`src/design/pisr_pkg.sv`:
```
package pisr_pkg;

    // ------------------------------------------------------------
    // register map
    // ------------------------------------------------------------
    localparam int ADDR_W = 5;
    localparam int DATA_W = 16;
    localparam logic [4:0] OFS_EVT_MASK = 5'h10;
    localparam logic [4:0] OFS_EVT_CAUSE = 5'h11;
    localparam logic [4:0] OFS_SELF_STAT = 5'h19;

    // ------------------------------------------------------------
    // reset values
    // ------------------------------------------------------------
    localparam logic [15:0] RST_EVT_MASK = 16'h4080;
    localparam logic [15:0] RST_EVT_CAUSE = 16'h0000;

    // ------------------------------------------------------------
    // event cause bit positions
    // ------------------------------------------------------------
    localparam int B_CIM_UNSTABLE = 15;
    localparam int B_LINK_CHG = 14;
    localparam int B_LOCK_CHG = 13;
    localparam int B_PREM_END = 12;
    localparam int B_LLC_MSB = 11;
    localparam int B_BSD_MSB = 10;
    localparam int B_REC_MSB = 9;
    localparam int B_LB_FAULT = 8;
    localparam int B_CAL_DONE = 7;
    localparam int B_JABBER = 6;
    localparam int B_AN_DONE = 5;
    localparam int B_PD_FAULT = 4;
    localparam int B_PAR_FAIL = 3;
    localparam int B_REM_FAULT = 2;
    localparam int B_PAGE_RX = 1;
    localparam int B_RSVD = 0;

    // ------------------------------------------------------------
    // self status fields
    // ------------------------------------------------------------
    localparam int SS_LINK = 0;
    localparam int SS_LOCK = 1;
    localparam int SS_TX_CUT = 2;

    // ------------------------------------------------------------
    // timing
    // ------------------------------------------------------------
    localparam int CLK_FREQ_KHZ = 125000;
    localparam int JAB_TIME_MS = 105;
    localparam int JAB_CYCLES = JAB_TIME_MS * CLK_FREQ_KHZ;

    // ------------------------------------------------------------
    // loopback elastic buffer
    // ------------------------------------------------------------
    localparam int EB_DEPTH = 10;

endpackage : pisr_pkg

```
`src/design/pisr_event_status.sv`:
```
// Behaviour
// latch events; record interrupt causes
// read of cause register clears all bits
// bit 15 on carrier monitor unstable
// bit 14 on link status change
// bit 13 on descrambler lock change
// bit 12 on two idles in frame
// bit 11 on link-loss counter MSB set
// bit 10 on bad-delimiter counter MSB set
// bit 9 on receive-error counter MSB set
// bit 8 on buffer fault, abort frame
// loopback elastic buffer ten bits deep
// bit 7 when calibration finishes
// cut long 10M transmission, set bit 6
// jabber cleared by either status read
// no jabber detection at 100 Mb/s
// bit 5 on auto-negotiation complete
// bit 4 on unstable legacy signalling
// bit 3 on unadvertised parallel detection
// bit 2 on remote or far-end fault
// bit 1 on verified page received
// reserved bit 0 reads zero
// event beats simultaneous clearing read
module pisr_event_status
#(
    parameter int JAB_LIMIT = pisr_pkg::JAB_CYCLES,
    parameter int EB_DEPTH = pisr_pkg::EB_DEPTH
)
(
    // clock and reset
    input wire logic clk_i,
    input wire logic nrst_i,
    // register port
    input wire logic [pisr_pkg::ADDR_W-1:0] addr_i,
    input wire logic [pisr_pkg::DATA_W-1:0] wdata_i,
    input wire logic wr_i,
    input wire logic rd_i,
    output logic [pisr_pkg::DATA_W-1:0] rdata_o,
    input wire logic bmsr_read_i,
    // link and receive events
    input wire logic cim_unstable_i,
    input wire logic link_up_i,
    input wire logic descr_lock_i,
    input wire logic speed100_i,
    input wire logic in_frame_i,
    input wire logic sym_valid_i,
    input wire logic sym_idle_i,
    // counter most significant bits
    input wire logic link_loss_counter_msb_i,
    input wire logic bad_start_delimiter_counter_msb_i,
    input wire logic receive_error_counter_msb_i,
    // calibration and transmit
    input wire logic cal_done_i,
    input wire logic tx_active_i,
    output logic tx_cut_o,
    // auto-negotiation
    input wire logic an_enable_i,
    input wire logic an_done_i,
    input wire logic pd_fault_i,
    input wire logic par_fail_i,
    input wire logic lp_remote_fault_i,
    input wire logic fefi_i,
    input wire logic page_rx_i,
    // remote loopback elastic buffer
    input wire logic lb_active_i,
    input wire logic lb_wr_i,
    input wire logic lb_din_i,
    input wire logic lb_rd_i,
    output logic lb_dout_o,
    output logic lb_abort_o,
    // open-drain interrupt pin
    output logic irq_o,
    output logic irq_oe_n_o
);
    import pisr_pkg::*;

    // pointers and fill level are 4 bits wide
    if (EB_DEPTH < 2 || EB_DEPTH > 15)
    begin : g_bad_depth
        $error("elastic buffer depth out of range");
    end

    // ------------------------------------------------------------
    // helpers
    // ------------------------------------------------------------
    // rising edge of a sampled level
    function automatic logic rise(input logic prev, input logic cur);
        rise = cur & ~prev;
    endfunction : rise

    // ------------------------------------------------------------
    // declarations
    // ------------------------------------------------------------
    logic [15:0] cause_reg; // latched event causes
    logic [15:0] cause_next;
    logic [15:0] mask_reg; // pin enables per cause
    logic [15:0] evt; // this cycle's event set
    logic [15:0] clr; // this cycle's clear set
    logic [15:0] rdata_reg;
    logic rd_cause; // clearing read of the cause word
    // previous samples of level inputs
    logic link_prev_reg;
    logic lock_prev_reg;
    logic llc_prev_reg;
    logic bsd_prev_reg;
    logic rec_prev_reg;
    logic cal_prev_reg;
    logic an_prev_reg;
    logic rf_prev_reg;
    logic rf_src; // fault source picked by negotiation mode
    // premature end tracking
    logic idle_prev_reg; // last symbol in frame was idle
    logic prem_seen_reg; // one report per frame
    logic prem_evt;
    // jabber
    logic jab_evt;
    // elastic buffer
    logic [EB_DEPTH-1:0] eb_mem_reg;
    logic [3:0] eb_wp_reg;
    logic [3:0] eb_rp_reg;
    logic [3:0] eb_fill_reg;
    logic eb_abort_reg;
    logic eb_dout_reg;
    logic eb_ovr;
    logic eb_und;
    logic eb_fault;
    logic eb_wr_ok;
    logic eb_rd_ok;

    // ------------------------------------------------------------
    // jabber watchdog
    // ------------------------------------------------------------
    pisr_jabber_timer #(
        .LIMIT(JAB_LIMIT)
    ) u_jab (
        .clk_i(clk_i),
        .nrst_i(nrst_i),
        .tx_active_i(tx_active_i),
        .speed100_i(speed100_i),
        .jab_evt_o(jab_evt),
        .tx_cut_o(tx_cut_o)
    );

    // ------------------------------------------------------------
    // level input history for edge detection
    // ------------------------------------------------------------
    // all start low, so a level already high at release counts once
    always_ff @(posedge clk_i or negedge nrst_i)
    begin
        if (!nrst_i)
        begin
            link_prev_reg <= 1'b0;
            lock_prev_reg <= 1'b0;
            llc_prev_reg <= 1'b0;
            bsd_prev_reg <= 1'b0;
            rec_prev_reg <= 1'b0;
            cal_prev_reg <= 1'b0;
            an_prev_reg <= 1'b0;
            rf_prev_reg <= 1'b0;
        end
        else
        begin
            link_prev_reg <= link_up_i;
            lock_prev_reg <= descr_lock_i;
            llc_prev_reg <= link_loss_counter_msb_i;
            bsd_prev_reg <= bad_start_delimiter_counter_msb_i;
            rec_prev_reg <= receive_error_counter_msb_i;
            cal_prev_reg <= cal_done_i;
            an_prev_reg <= an_done_i;
            rf_prev_reg <= rf_src;
        end
    end

    // fault source follows the negotiation mode
    assign rf_src = an_enable_i ? lp_remote_fault_i : fefi_i;

    // ------------------------------------------------------------
    // premature end: two idles inside a 100 Mb/s frame
    // ------------------------------------------------------------
    assign prem_evt = speed100_i && in_frame_i && sym_valid_i
        && sym_idle_i && idle_prev_reg && !prem_seen_reg;

    always_ff @(posedge clk_i or negedge nrst_i)
    begin
        if (!nrst_i)
        begin
            idle_prev_reg <= 1'b0;
            prem_seen_reg <= 1'b0;
        end
        else if (!in_frame_i || !speed100_i)
        begin
            // delimiter ends the frame, history restarts
            idle_prev_reg <= 1'b0;
            prem_seen_reg <= 1'b0;
        end
        else if (sym_valid_i)
        begin
            idle_prev_reg <= sym_idle_i;
            if (prem_evt)
                prem_seen_reg <= 1'b1;
        end
    end

    // ------------------------------------------------------------
    // remote loopback elastic buffer
    // ------------------------------------------------------------
    // depth covers twice the slip of a long frame at 100 ppm
    assign eb_ovr = lb_wr_i && !lb_rd_i
        && eb_fill_reg == 4'(EB_DEPTH);
    assign eb_und = lb_rd_i && !lb_wr_i
        && eb_fill_reg == 4'h0;
    assign eb_fault = lb_active_i && !eb_abort_reg && (eb_ovr || eb_und);
    assign eb_wr_ok = lb_active_i && !eb_abort_reg && lb_wr_i && !eb_ovr;
    assign eb_rd_ok = lb_active_i && !eb_abort_reg && lb_rd_i && !eb_und;

    // storage, one flop per bit slot
    genvar gi;
    generate
        for (gi = 0; gi < EB_DEPTH; gi++)
        begin : g_eb
            always_ff @(posedge clk_i or negedge nrst_i)
            begin
                if (!nrst_i)
                    eb_mem_reg[gi] <= 1'b0;
                else if (eb_wr_ok && eb_wp_reg == 4'(gi))
                    eb_mem_reg[gi] <= lb_din_i;
            end
        end
    endgenerate

    // pointers, fill level, abort
    always_ff @(posedge clk_i or negedge nrst_i)
    begin
        if (!nrst_i)
        begin
            eb_wp_reg <= 4'h0;
            eb_rp_reg <= 4'h0;
            eb_fill_reg <= 4'h0;
            eb_abort_reg <= 1'b0;
            eb_dout_reg <= 1'b0;
        end
        else if (!lb_active_i)
        begin
            // buffer empties between frames
            eb_wp_reg <= 4'h0;
            eb_rp_reg <= 4'h0;
            eb_fill_reg <= 4'h0;
            eb_abort_reg <= 1'b0;
            eb_dout_reg <= 1'b0;
        end
        else
        begin
            if (eb_fault)
                eb_abort_reg <= 1'b1;
            if (eb_wr_ok)
                eb_wp_reg <= (eb_wp_reg == 4'(EB_DEPTH - 1)) ?
                    4'h0 : eb_wp_reg + 4'h1;
            if (eb_rd_ok)
            begin
                eb_rp_reg <= (eb_rp_reg == 4'(EB_DEPTH - 1)) ?
                    4'h0 : eb_rp_reg + 4'h1;
                eb_dout_reg <= eb_mem_reg[eb_rp_reg];
            end
            if (eb_wr_ok && !eb_rd_ok)
                eb_fill_reg <= eb_fill_reg + 4'h1;
            else if (eb_rd_ok && !eb_wr_ok)
                eb_fill_reg <= eb_fill_reg - 4'h1;
        end
    end

    assign lb_dout_o = eb_dout_reg;
    assign lb_abort_o = eb_abort_reg;

    // ------------------------------------------------------------
    // event set and clear vectors
    // ------------------------------------------------------------
    always_comb
    begin
        evt = 16'h0000;
        evt[B_CIM_UNSTABLE] = cim_unstable_i;
        evt[B_LINK_CHG] = link_up_i ^ link_prev_reg;
        evt[B_LOCK_CHG] = descr_lock_i ^ lock_prev_reg;
        evt[B_PREM_END] = prem_evt;
        evt[B_LLC_MSB] = rise(llc_prev_reg,
            link_loss_counter_msb_i);
        evt[B_BSD_MSB] = rise(bsd_prev_reg,
            bad_start_delimiter_counter_msb_i);
        evt[B_REC_MSB] = rise(rec_prev_reg,
            receive_error_counter_msb_i);
        evt[B_LB_FAULT] = eb_fault;
        evt[B_CAL_DONE] = rise(cal_prev_reg, cal_done_i);
        evt[B_JABBER] = jab_evt && !speed100_i;
        evt[B_AN_DONE] = rise(an_prev_reg, an_done_i);
        evt[B_PD_FAULT] = pd_fault_i;
        evt[B_PAR_FAIL] = par_fail_i;
        evt[B_REM_FAULT] = rise(rf_prev_reg, rf_src);
        evt[B_PAGE_RX] = page_rx_i;
        evt[B_RSVD] = 1'b0;
    end

    assign rd_cause = rd_i && addr_i == OFS_EVT_CAUSE;

    always_comb
    begin
        clr = 16'h0000;
        if (rd_cause)
            clr = 16'hFFFF;
        if (bmsr_read_i)
            clr[B_JABBER] = 1'b1;
    end

    // set wins over clear so no event is lost
    assign cause_next = ((cause_reg & ~clr) | evt)
        & ~(16'h0001 << B_RSVD);

    // ------------------------------------------------------------
    // cause register
    // ------------------------------------------------------------
    always_ff @(posedge clk_i or negedge nrst_i)
    begin
        if (!nrst_i)
            cause_reg <= RST_EVT_CAUSE;
        else
            cause_reg <= cause_next;
    end

    // ------------------------------------------------------------
    // pin enable mask, software writable
    // ------------------------------------------------------------
    always_ff @(posedge clk_i or negedge nrst_i)
    begin
        if (!nrst_i)
            mask_reg <= RST_EVT_MASK;
        else if (wr_i && addr_i == OFS_EVT_MASK)
            mask_reg <= wdata_i & ~(16'h0001 << B_RSVD);
    end

    // ------------------------------------------------------------
    // read data, valid only the cycle after the strobe
    // ------------------------------------------------------------
    always_ff @(posedge clk_i or negedge nrst_i)
    begin
        if (!nrst_i)
            rdata_reg <= 16'h0000;
        else if (!rd_i)
            rdata_reg <= 16'h0000;
        else
        begin
            case (addr_i)
                OFS_EVT_MASK: rdata_reg <= mask_reg;
                OFS_EVT_CAUSE: rdata_reg <= cause_reg;
                OFS_SELF_STAT:
                begin
                    rdata_reg <= 16'h0000;
                    rdata_reg[SS_LINK] <= link_up_i;
                    rdata_reg[SS_LOCK] <= descr_lock_i;
                    rdata_reg[SS_TX_CUT] <= tx_cut_o;
                end
                // unmapped words read as zero
                default: rdata_reg <= 16'h0000;
            endcase
        end
    end

    assign rdata_o = rdata_reg;

    // ------------------------------------------------------------
    // open-drain interrupt; enable low pulls the wire low
    // ------------------------------------------------------------
    assign irq_o = 1'b0;
    assign irq_oe_n_o = ~|(cause_reg & mask_reg);
endmodule : pisr_event_status

```
`src/design/pisr_jabber_timer.sv`:
```
module pisr_jabber_timer
#(
    parameter int LIMIT = pisr_pkg::JAB_CYCLES
)
(
    // clock and reset
    input wire logic clk_i,
    input wire logic nrst_i,
    // transmit state
    input wire logic tx_active_i,
    input wire logic speed100_i,
    // results
    output logic jab_evt_o,
    output logic tx_cut_o
);
    import pisr_pkg::*;

    // counter is 24 bits wide; a limit below 2 cannot count at all
    if (LIMIT < 2 || LIMIT > 32'hFFFFFF)
    begin : g_bad_limit
        $error("jabber limit out of range");
    end

    logic [23:0] cnt_reg; // cycles of the current transmission
    logic cut_reg; // transmit cut off until it ends
    logic evt_reg; // one-cycle jabber pulse

    // ------------------------------------------------------------
    // transmission length counter, 10 Mb/s only
    // ------------------------------------------------------------
    always_ff @(posedge clk_i or negedge nrst_i)
    begin
        if (!nrst_i)
            cnt_reg <= 24'h000000;
        else if (!tx_active_i || speed100_i)
            cnt_reg <= 24'h000000;
        else if (!cut_reg)
            cnt_reg <= cnt_reg + 24'h000001;
    end

    // ------------------------------------------------------------
    // cut-off held until transmit ends or 100 Mb/s is chosen; event pulses once
    // ------------------------------------------------------------
    always_ff @(posedge clk_i or negedge nrst_i)
    begin
        if (!nrst_i)
        begin
            cut_reg <= 1'b0;
            evt_reg <= 1'b0;
        end
        else
        begin
            evt_reg <= 1'b0;
            if (!tx_active_i || speed100_i)
                cut_reg <= 1'b0;
            else if (!cut_reg && cnt_reg == 24'(LIMIT - 1))
            begin
                cut_reg <= 1'b1;
                evt_reg <= 1'b1;
            end
        end
    end

    assign jab_evt_o = evt_reg;
    assign tx_cut_o = cut_reg;

endmodule : pisr_jabber_timer

```
`config.mk`:
```
export PLATFORM = sky130hd
export DESIGN_NAME = pisr_event_status
export DESIGN_NICKNAME = d
export VERILOG_FILES = /design/src/design/pisr_pkg.sv /design/src/design/pisr_event_status.sv /design/src/design/pisr_jabber_timer.sv
export SDC_FILE = /design/constraint.sdc
export NUM_CORES = 1
export LEC_CHECK = 0
export ABC_AREA = 1
export CORE_MARGIN = 2
export CORE_UTILIZATION = 60
export CTS_CLUSTER_DIAMETER = 60
export DETAILED_ROUTE_END_ITERATION = 16
export DONT_BUFFER_PORTS = 1
export GPL_TIMING_DRIVEN = 0
export HOLD_SLACK_MARGIN = 0.08
export PLACE_DENSITY = 0.76
export SYNTH_ARGS = -nofsm -noshare
export SYNTH_HDL_FRONTEND = slang
export SYNTH_SLANG_ARGS = --single-unit
```
`constraint.sdc`:
```
create_clock -name clk_i -period 2.8 [get_ports clk_i]
set_input_delay 0.56 -clock clk_i [delete_from_list [all_inputs] [get_ports clk_i]]
set_output_delay 0.56 -clock clk_i [all_outputs]
set_load 0.03 [all_outputs]
```
== Word level (Yosys, flattened, before mapping) ==
Cells that the tools add are included.

* Bits of input ports: 49
* Logic and storage cells: 160
* Flip-flop bits (word level): 106

* Bitwise operators: 18
* $lt $le $gt $ge: 1
* Mux-type cells: 31
* Reduce and logical (&&, ||, !) cells: 54
* Eq/ne operators: 20
* $add $sub $neg: 5

{| class="wikitable"
|+ Operators by type and width
! kind !! count
|-
| $mux 24 || 2
|-
| $pmux 16 s3 || 1
|-
| $mux 4 || 9
|-
| $and 16x16->16 || 2
|-
| $mux 16 || 2
|-
| $logic_and 1x1->1 || 31
|-
| $add 24x1->24 const B || 1
|-
| $eq 24x24->1 const B || 1
|-
| $eq 4x3->1 const B || 4
|-
| $eq 4x4->1 const B || 4
|-
| $mux 1 || 16
|-
| $not 16->16 || 1
|-
| $or 16x16->16 || 1
|-
| $reduce_or 16->1 || 1
|-
| $eq 5x5->1 const B || 3
|-
| $logic_not 1->1 || 13
|-
| $add 4x1->4 const B || 3
|-
| $eq 4x2->1 const B || 2
|-
| $logic_not 4->1 || 2
|-
| $and 1x1->1 || 6
|-
| $ne 2x1->1 const B || 3
|-
| $not 1->1 || 6
|-
| $reduce_bool 2->1 || 3
|-
| $lt 4x5->1 const B || 1
|-
| 8 further kinds || 11
|}

== Depth between registers and ports, before layout ==
* Depth in word-level cells: 10
* Depth in mapped cells: 13
* Depth with buffers taken out: 13

== By module ==
Synthesis repeated with hierarchy kept, for this count alone.

* Cell total of the unflattened synthesis: 673
* Area total of the unflattened synthesis: 5277.6 µm²

{| class="wikitable"
|+ Modules (own cells, without submodules)
! module !! instances !! sequential area each (µm²) !! area an instance (µm²) !! cells each
|-
| pisr_event_status || 1 || 2004.4 || 3658.5 || 433
|-
| pisr_jabber_timer || 1 || 650.6 || 1619.1 || 240
|}

== Worst setup path before layout ==
OpenSTA, ideal clock, no wires.

* Kind: input -> register
* Start point: in lb_active_i
* End point: reg eb_fill_reg[3]
* Path buffers: 0
* Stages on the path: 12
* Path slack: 0.827 ns
* Library setup time: 0.118 ns
* Arrival: 1.855 ns
* Cell sequence: inv_2 > nor2_2 > nand4_2 > ha_1 > a21oi_1 > nand2_1 > nand2_1 > nand2_1 > nand2_1 > nand2_1 > nand2_1 > nand2_1

* Longest elaborated chain between the ends: 7
* Elaborated cells between the ends (all ways): 12
* Those cells by class: 1 x eq/ne; 2 x mux; 9 x reduce/logical

{| class="wikitable"
|+ Ends and longest elaborated chain
! element !! line !! text
|-
| from (decl) || pisr_event_status.sv:65 || <nowiki>input wire logic lb_active_i,</nowiki>
|-
| $logic_and 1x1->1 || pisr_event_status.sv:213, pisr_event_status.sv:214 ||
|-
| $logic_and 1x1->1 (2 in a row) || pisr_event_status.sv:214 || <nowiki>assign eb_rd_ok = lb_active_i && !eb_abort_reg && lb_rd_i && !eb_und;</nowiki>
|-
| $logic_not 1->1 || pisr_event_status.sv:264 || <nowiki>if (eb_wr_ok && !eb_rd_ok)</nowiki>
|-
| $logic_and 1x1->1 || pisr_event_status.sv:264 ||
|-
| $mux 4 || pisr_event_status.sv:264 ||
|-
| $mux 4 || pisr_event_status.sv:242 || <nowiki>else if (!lb_active_i)</nowiki>
|-
| to (signal assigned) || pisr_event_status.sv:265 || <nowiki>eb_fill_reg <= eb_fill_reg + 4'h1;</nowiki>
|-
| to (signal assigned) || pisr_event_status.sv:267 || <nowiki>eb_fill_reg <= eb_fill_reg - 4'h1;</nowiki>
|-
| to (decl) || pisr_event_status.sv:121 || <nowiki>logic [3:0] eb_fill_reg;</nowiki>
|}

Several ways; a longest one is shown, not always the timed one.
A chain may end at the register's enable or synchronous reset.

== Final worst setup path ==
* Start point: reg cause_reg[10]
* End point: out irq_oe_n_o

* Longest elaborated chain between the ends: 3

{| class="wikitable"
|+ Ends and longest elaborated chain
! element !! line !! text
|-
| from (decl) || pisr_event_status.sv:94 || <nowiki>logic [15:0] cause_reg;</nowiki>
|-
| from (signal assigned) || pisr_event_status.sv:324 || <nowiki>cause_reg <= cause_next;</nowiki>
|-
| $and 16x16->16 || pisr_event_status.sv:371 || <nowiki>assign irq_oe_n_o = ~|(cause_reg & mask_reg);</nowiki>
|-
| $reduce_or 16->1 || pisr_event_status.sv:371 ||
|-
| $logic_not 1->1 || pisr_event_status.sv:371 ||
|-
| to (decl) || pisr_event_status.sv:73 || <nowiki>output logic irq_oe_n_o</nowiki>
|}

Every way passes these cells.

==> run summary <==
run status - finished with violations
failing checks - hold timing
Vias/cell - 5.44
Die Height - 97.3 um
compound-cell area share of the yosys netlist - 0.0879
period utilization - 0.954
Die X - 97.3 um
largest family of logic cells by synthesized area - simple AND/OR/NAND/NOR gates
Peak VDD IR - 0.000266 V
GRT Overall Usage - 0.245
R2R Setup Slk - 0.60 ns
CTS Buffer Depth - 2
area grow syn2layout - 6.06%
Num CTS Buffers - 9
Gate Count Post-Synth - 661
number of DRC markers in iteration 0 - 183
global-route wire length before repair - 19.0 mm
CTS tree - done
CP arrival - 2.11 ns
syn avg cell area - 7.90 um^2
post-synthesis mux area share - 0
routability cong. - 0.890
vias in the first global route - 4244
Slew HR - 0.343
Post-CTS Setup Bufs - 0
final wirelength - 11.0 mm
post-CTS sizing - 0
maximum number of pins on one net before global-route repair - 107
Distinct cells, synth - 43
WL per Instance - 14.0 um
row count - 34
core area - 0.00859 mm^2
MaxCap Viol Count - 0
Via Count - 4263
sequential area share after synthesis - 0.509
final instance area - 0.00554 mm^2
unrepaired setup endpoints after global routing - no
type of origin of the critical path - flip-flop
minimum clock period - 2.67 ns
num ports - 70
drt drc - 0
Pwr per Cell Area - 532 mW/mm^2
Post-Synth XOR/XNOR Area - 0.00839
Setup Viol. Count Final - 0
ratio of cells with drive above 1 in the final layout - 0.0814
worst-margin pin slew - 0.984 ns
H-Tree Depth - 3
ant diodes - 0
initial antenna violation count - 0
setup TNS - 0 ns
Worst Path Max Fanout - 3
clk sink count - 106
GRT Residual Overflow - 0
Ys Warns - 0
Fill cells - 777
CP Data Required Time - 2.24 ns
register bit total from synthesis - 106
Setup CP Type - flip-flop to primary output
clk root buf - clkbuf_8
total die area - 0.00946 mm^2
max reg flops - 24
Fin. Hold Viols - 104
Starting Density - 0.608
Final Max Slew Viols - 0
FMAX - 0.374 GHz
Clock Pin Slew Worst Setup and Hold Paths - 0.11 ns
Post-Synth Adder-Cell Area - 0.0158
register area - 0.00266 mm^2
R2R depth - 11
Synth Area in Simple Gates - 0.301
WHS - -0.131 ns
most frequent cells in the layout - nand2_1 (205), dfrtp_1 (104), inv_1 (78)
Post-Syn Area - 0.00522 mm^2
reg2reg end - eb_fill_reg[3]
worst clock skew - 0.0142 ns
CP endpoint kind - primary output
Port-buffer cells - 0
Routed Antenna Nets - 0
multi-input gate area in the final layout - 0.00216 mm^2
Leak - 2.69 nW
Nets - 727
syn_nets - 716
dpl cell area - 0.00536 mm^2
Reg-to-Reg Start - lb_abort_o
worst skew pair latency - 0.37 ns
CP Launch Point - cause_reg[10]
Hold WC Path Type - input pin to async pin
commonest non-fill, non-tap cell in the layout - nand2_1
first-pass detailed-route iteration total - 4
post-detail-place hpwl - 8.16 mm
==> layout make-up <==
cell class | count | area share
clock buffer | 9 | 0.0224
inverter | 87 | 0.0590
tap | 108 | 0.0244
buffer | 13 | 0.0140
multi-input combinational | 455 | 0.390
clock inverter | 6 | 0.0104
sequential | 106 | 0.479
==> Yosys cell counts <==
cell,instances,share of area
a21o_1,3,0.0043
a21oi_1,30,0.029
a21oi_2,1,0.0017
a22o_1,2,0.0034
and3_1,1,0.0012
buf_2,6,0.0058
buf_4,1,0.0014
buf_6,1,0.0022
clkbuf_1,4,0.0029
clkbuf_8,1,0.0026
clkinv_1,2,0.0014
conb_1,1,0.00072
dfrtp_1,104,0.50
dfstp_2,2,0.010
fa_1,1,0.0038
ha_1,5,0.012
inv_1,78,0.056
inv_2,7,0.0050
nand2_1,205,0.15
nand2_2,4,0.0048
nand3_1,39,0.037
nand3_2,3,0.0058
nand3_4,1,0.0034
nand3b_1,1,0.0014
nand4_1,18,0.022
nand4_2,1,0.0024
nor2_1,66,0.047
nor2_2,5,0.0060
nor2_4,4,0.0086
nor3_1,4,0.0038
nor3_2,1,0.0019
nor3_4,1,0.0031
nor3b_1,1,0.0014
nor4_1,2,0.0024
o2111ai_1,1,0.0017
o21ai_0,25,0.024
o21ai_1,17,0.016
o21bai_1,1,0.0014
o22ai_1,3,0.0036
o31ai_1,2,0.0029
or2_2,1,0.0012
xnor2_1,3,0.0050
xor2_1,2,0.0034
==> logic make-up (layout without fill, tap and decap cells) <==
family          count (synthesis)  in the layout
simple gates                  358            358
flops                         106            106
buf+inv                       100            115
compound gates                 85             85
fa+ha+maj                       6              6
xor+xnor                        5              5
other cells                     1              1
==> where the power goes <==
group	internal (mW)	total, mW	switching (mW)
Clock	0.341	0.888	0.547
Combinational	0.127	0.335	0.207
Sequential	1.64	1.73	0.0902
==> stage by stage <==
step / hold WS (ns) / power (mW) / worst slack [ns] / utilization / std cells
after floorplan: 0.264 / 2.01 / 0.827 / - / 661
after global placement: 0.266 / 2.07 / 0.603 / 0.623 / 769
after detailed placement: 0.267 / 2.09 / 0.546 / 0.623 / 769
after CTS: -0.156 / 2.97 / 0.108 / 0.644 / 784
after global routing: -0.169 / 3.10 / 0.0653 / 0.644 / 784
final: -0.131 / 2.95 / 0.129 / 0.644 / 784
==> layer usage <==
| metal | GRT usage | vias to the layer above | wire, um |
|---|---|---|---|
| met2 | 0.408 | 103 | 5360 |
| met5 | 0 | - | 0 |
| met1 | 0.314 | 2011 | 4820 |
| met4 | 0.0801 | 0 | 276 |
| li1 | - | 2122 | - |
| met3 | 0.0676 | 27 | 550 |
==> worst max-delay path by stage <==
stage	end	slack [ns]	cells past startpoint
2_1_floorplan	eb_fill_reg[3]	0.83	12
3_3_place_gp	irq_oe_n_o	0.60	4
3_5_place_dp	irq_oe_n_o	0.55	4
4_1_cts	irq_oe_n_o	0.11	4
5_1_grt	irq_oe_n_o	0.07	4
6_report	irq_oe_n_o	0.13	4
==> critical path: stages, from the launching register on <==
cell	delay (ns)
dfrtp_1	0.42
nand2_1	0.11
o21ai_0	0.11
nor3_1	0.25
nor3b_1	0.83
Note: power is estimated with default switching activity, not from simulation.
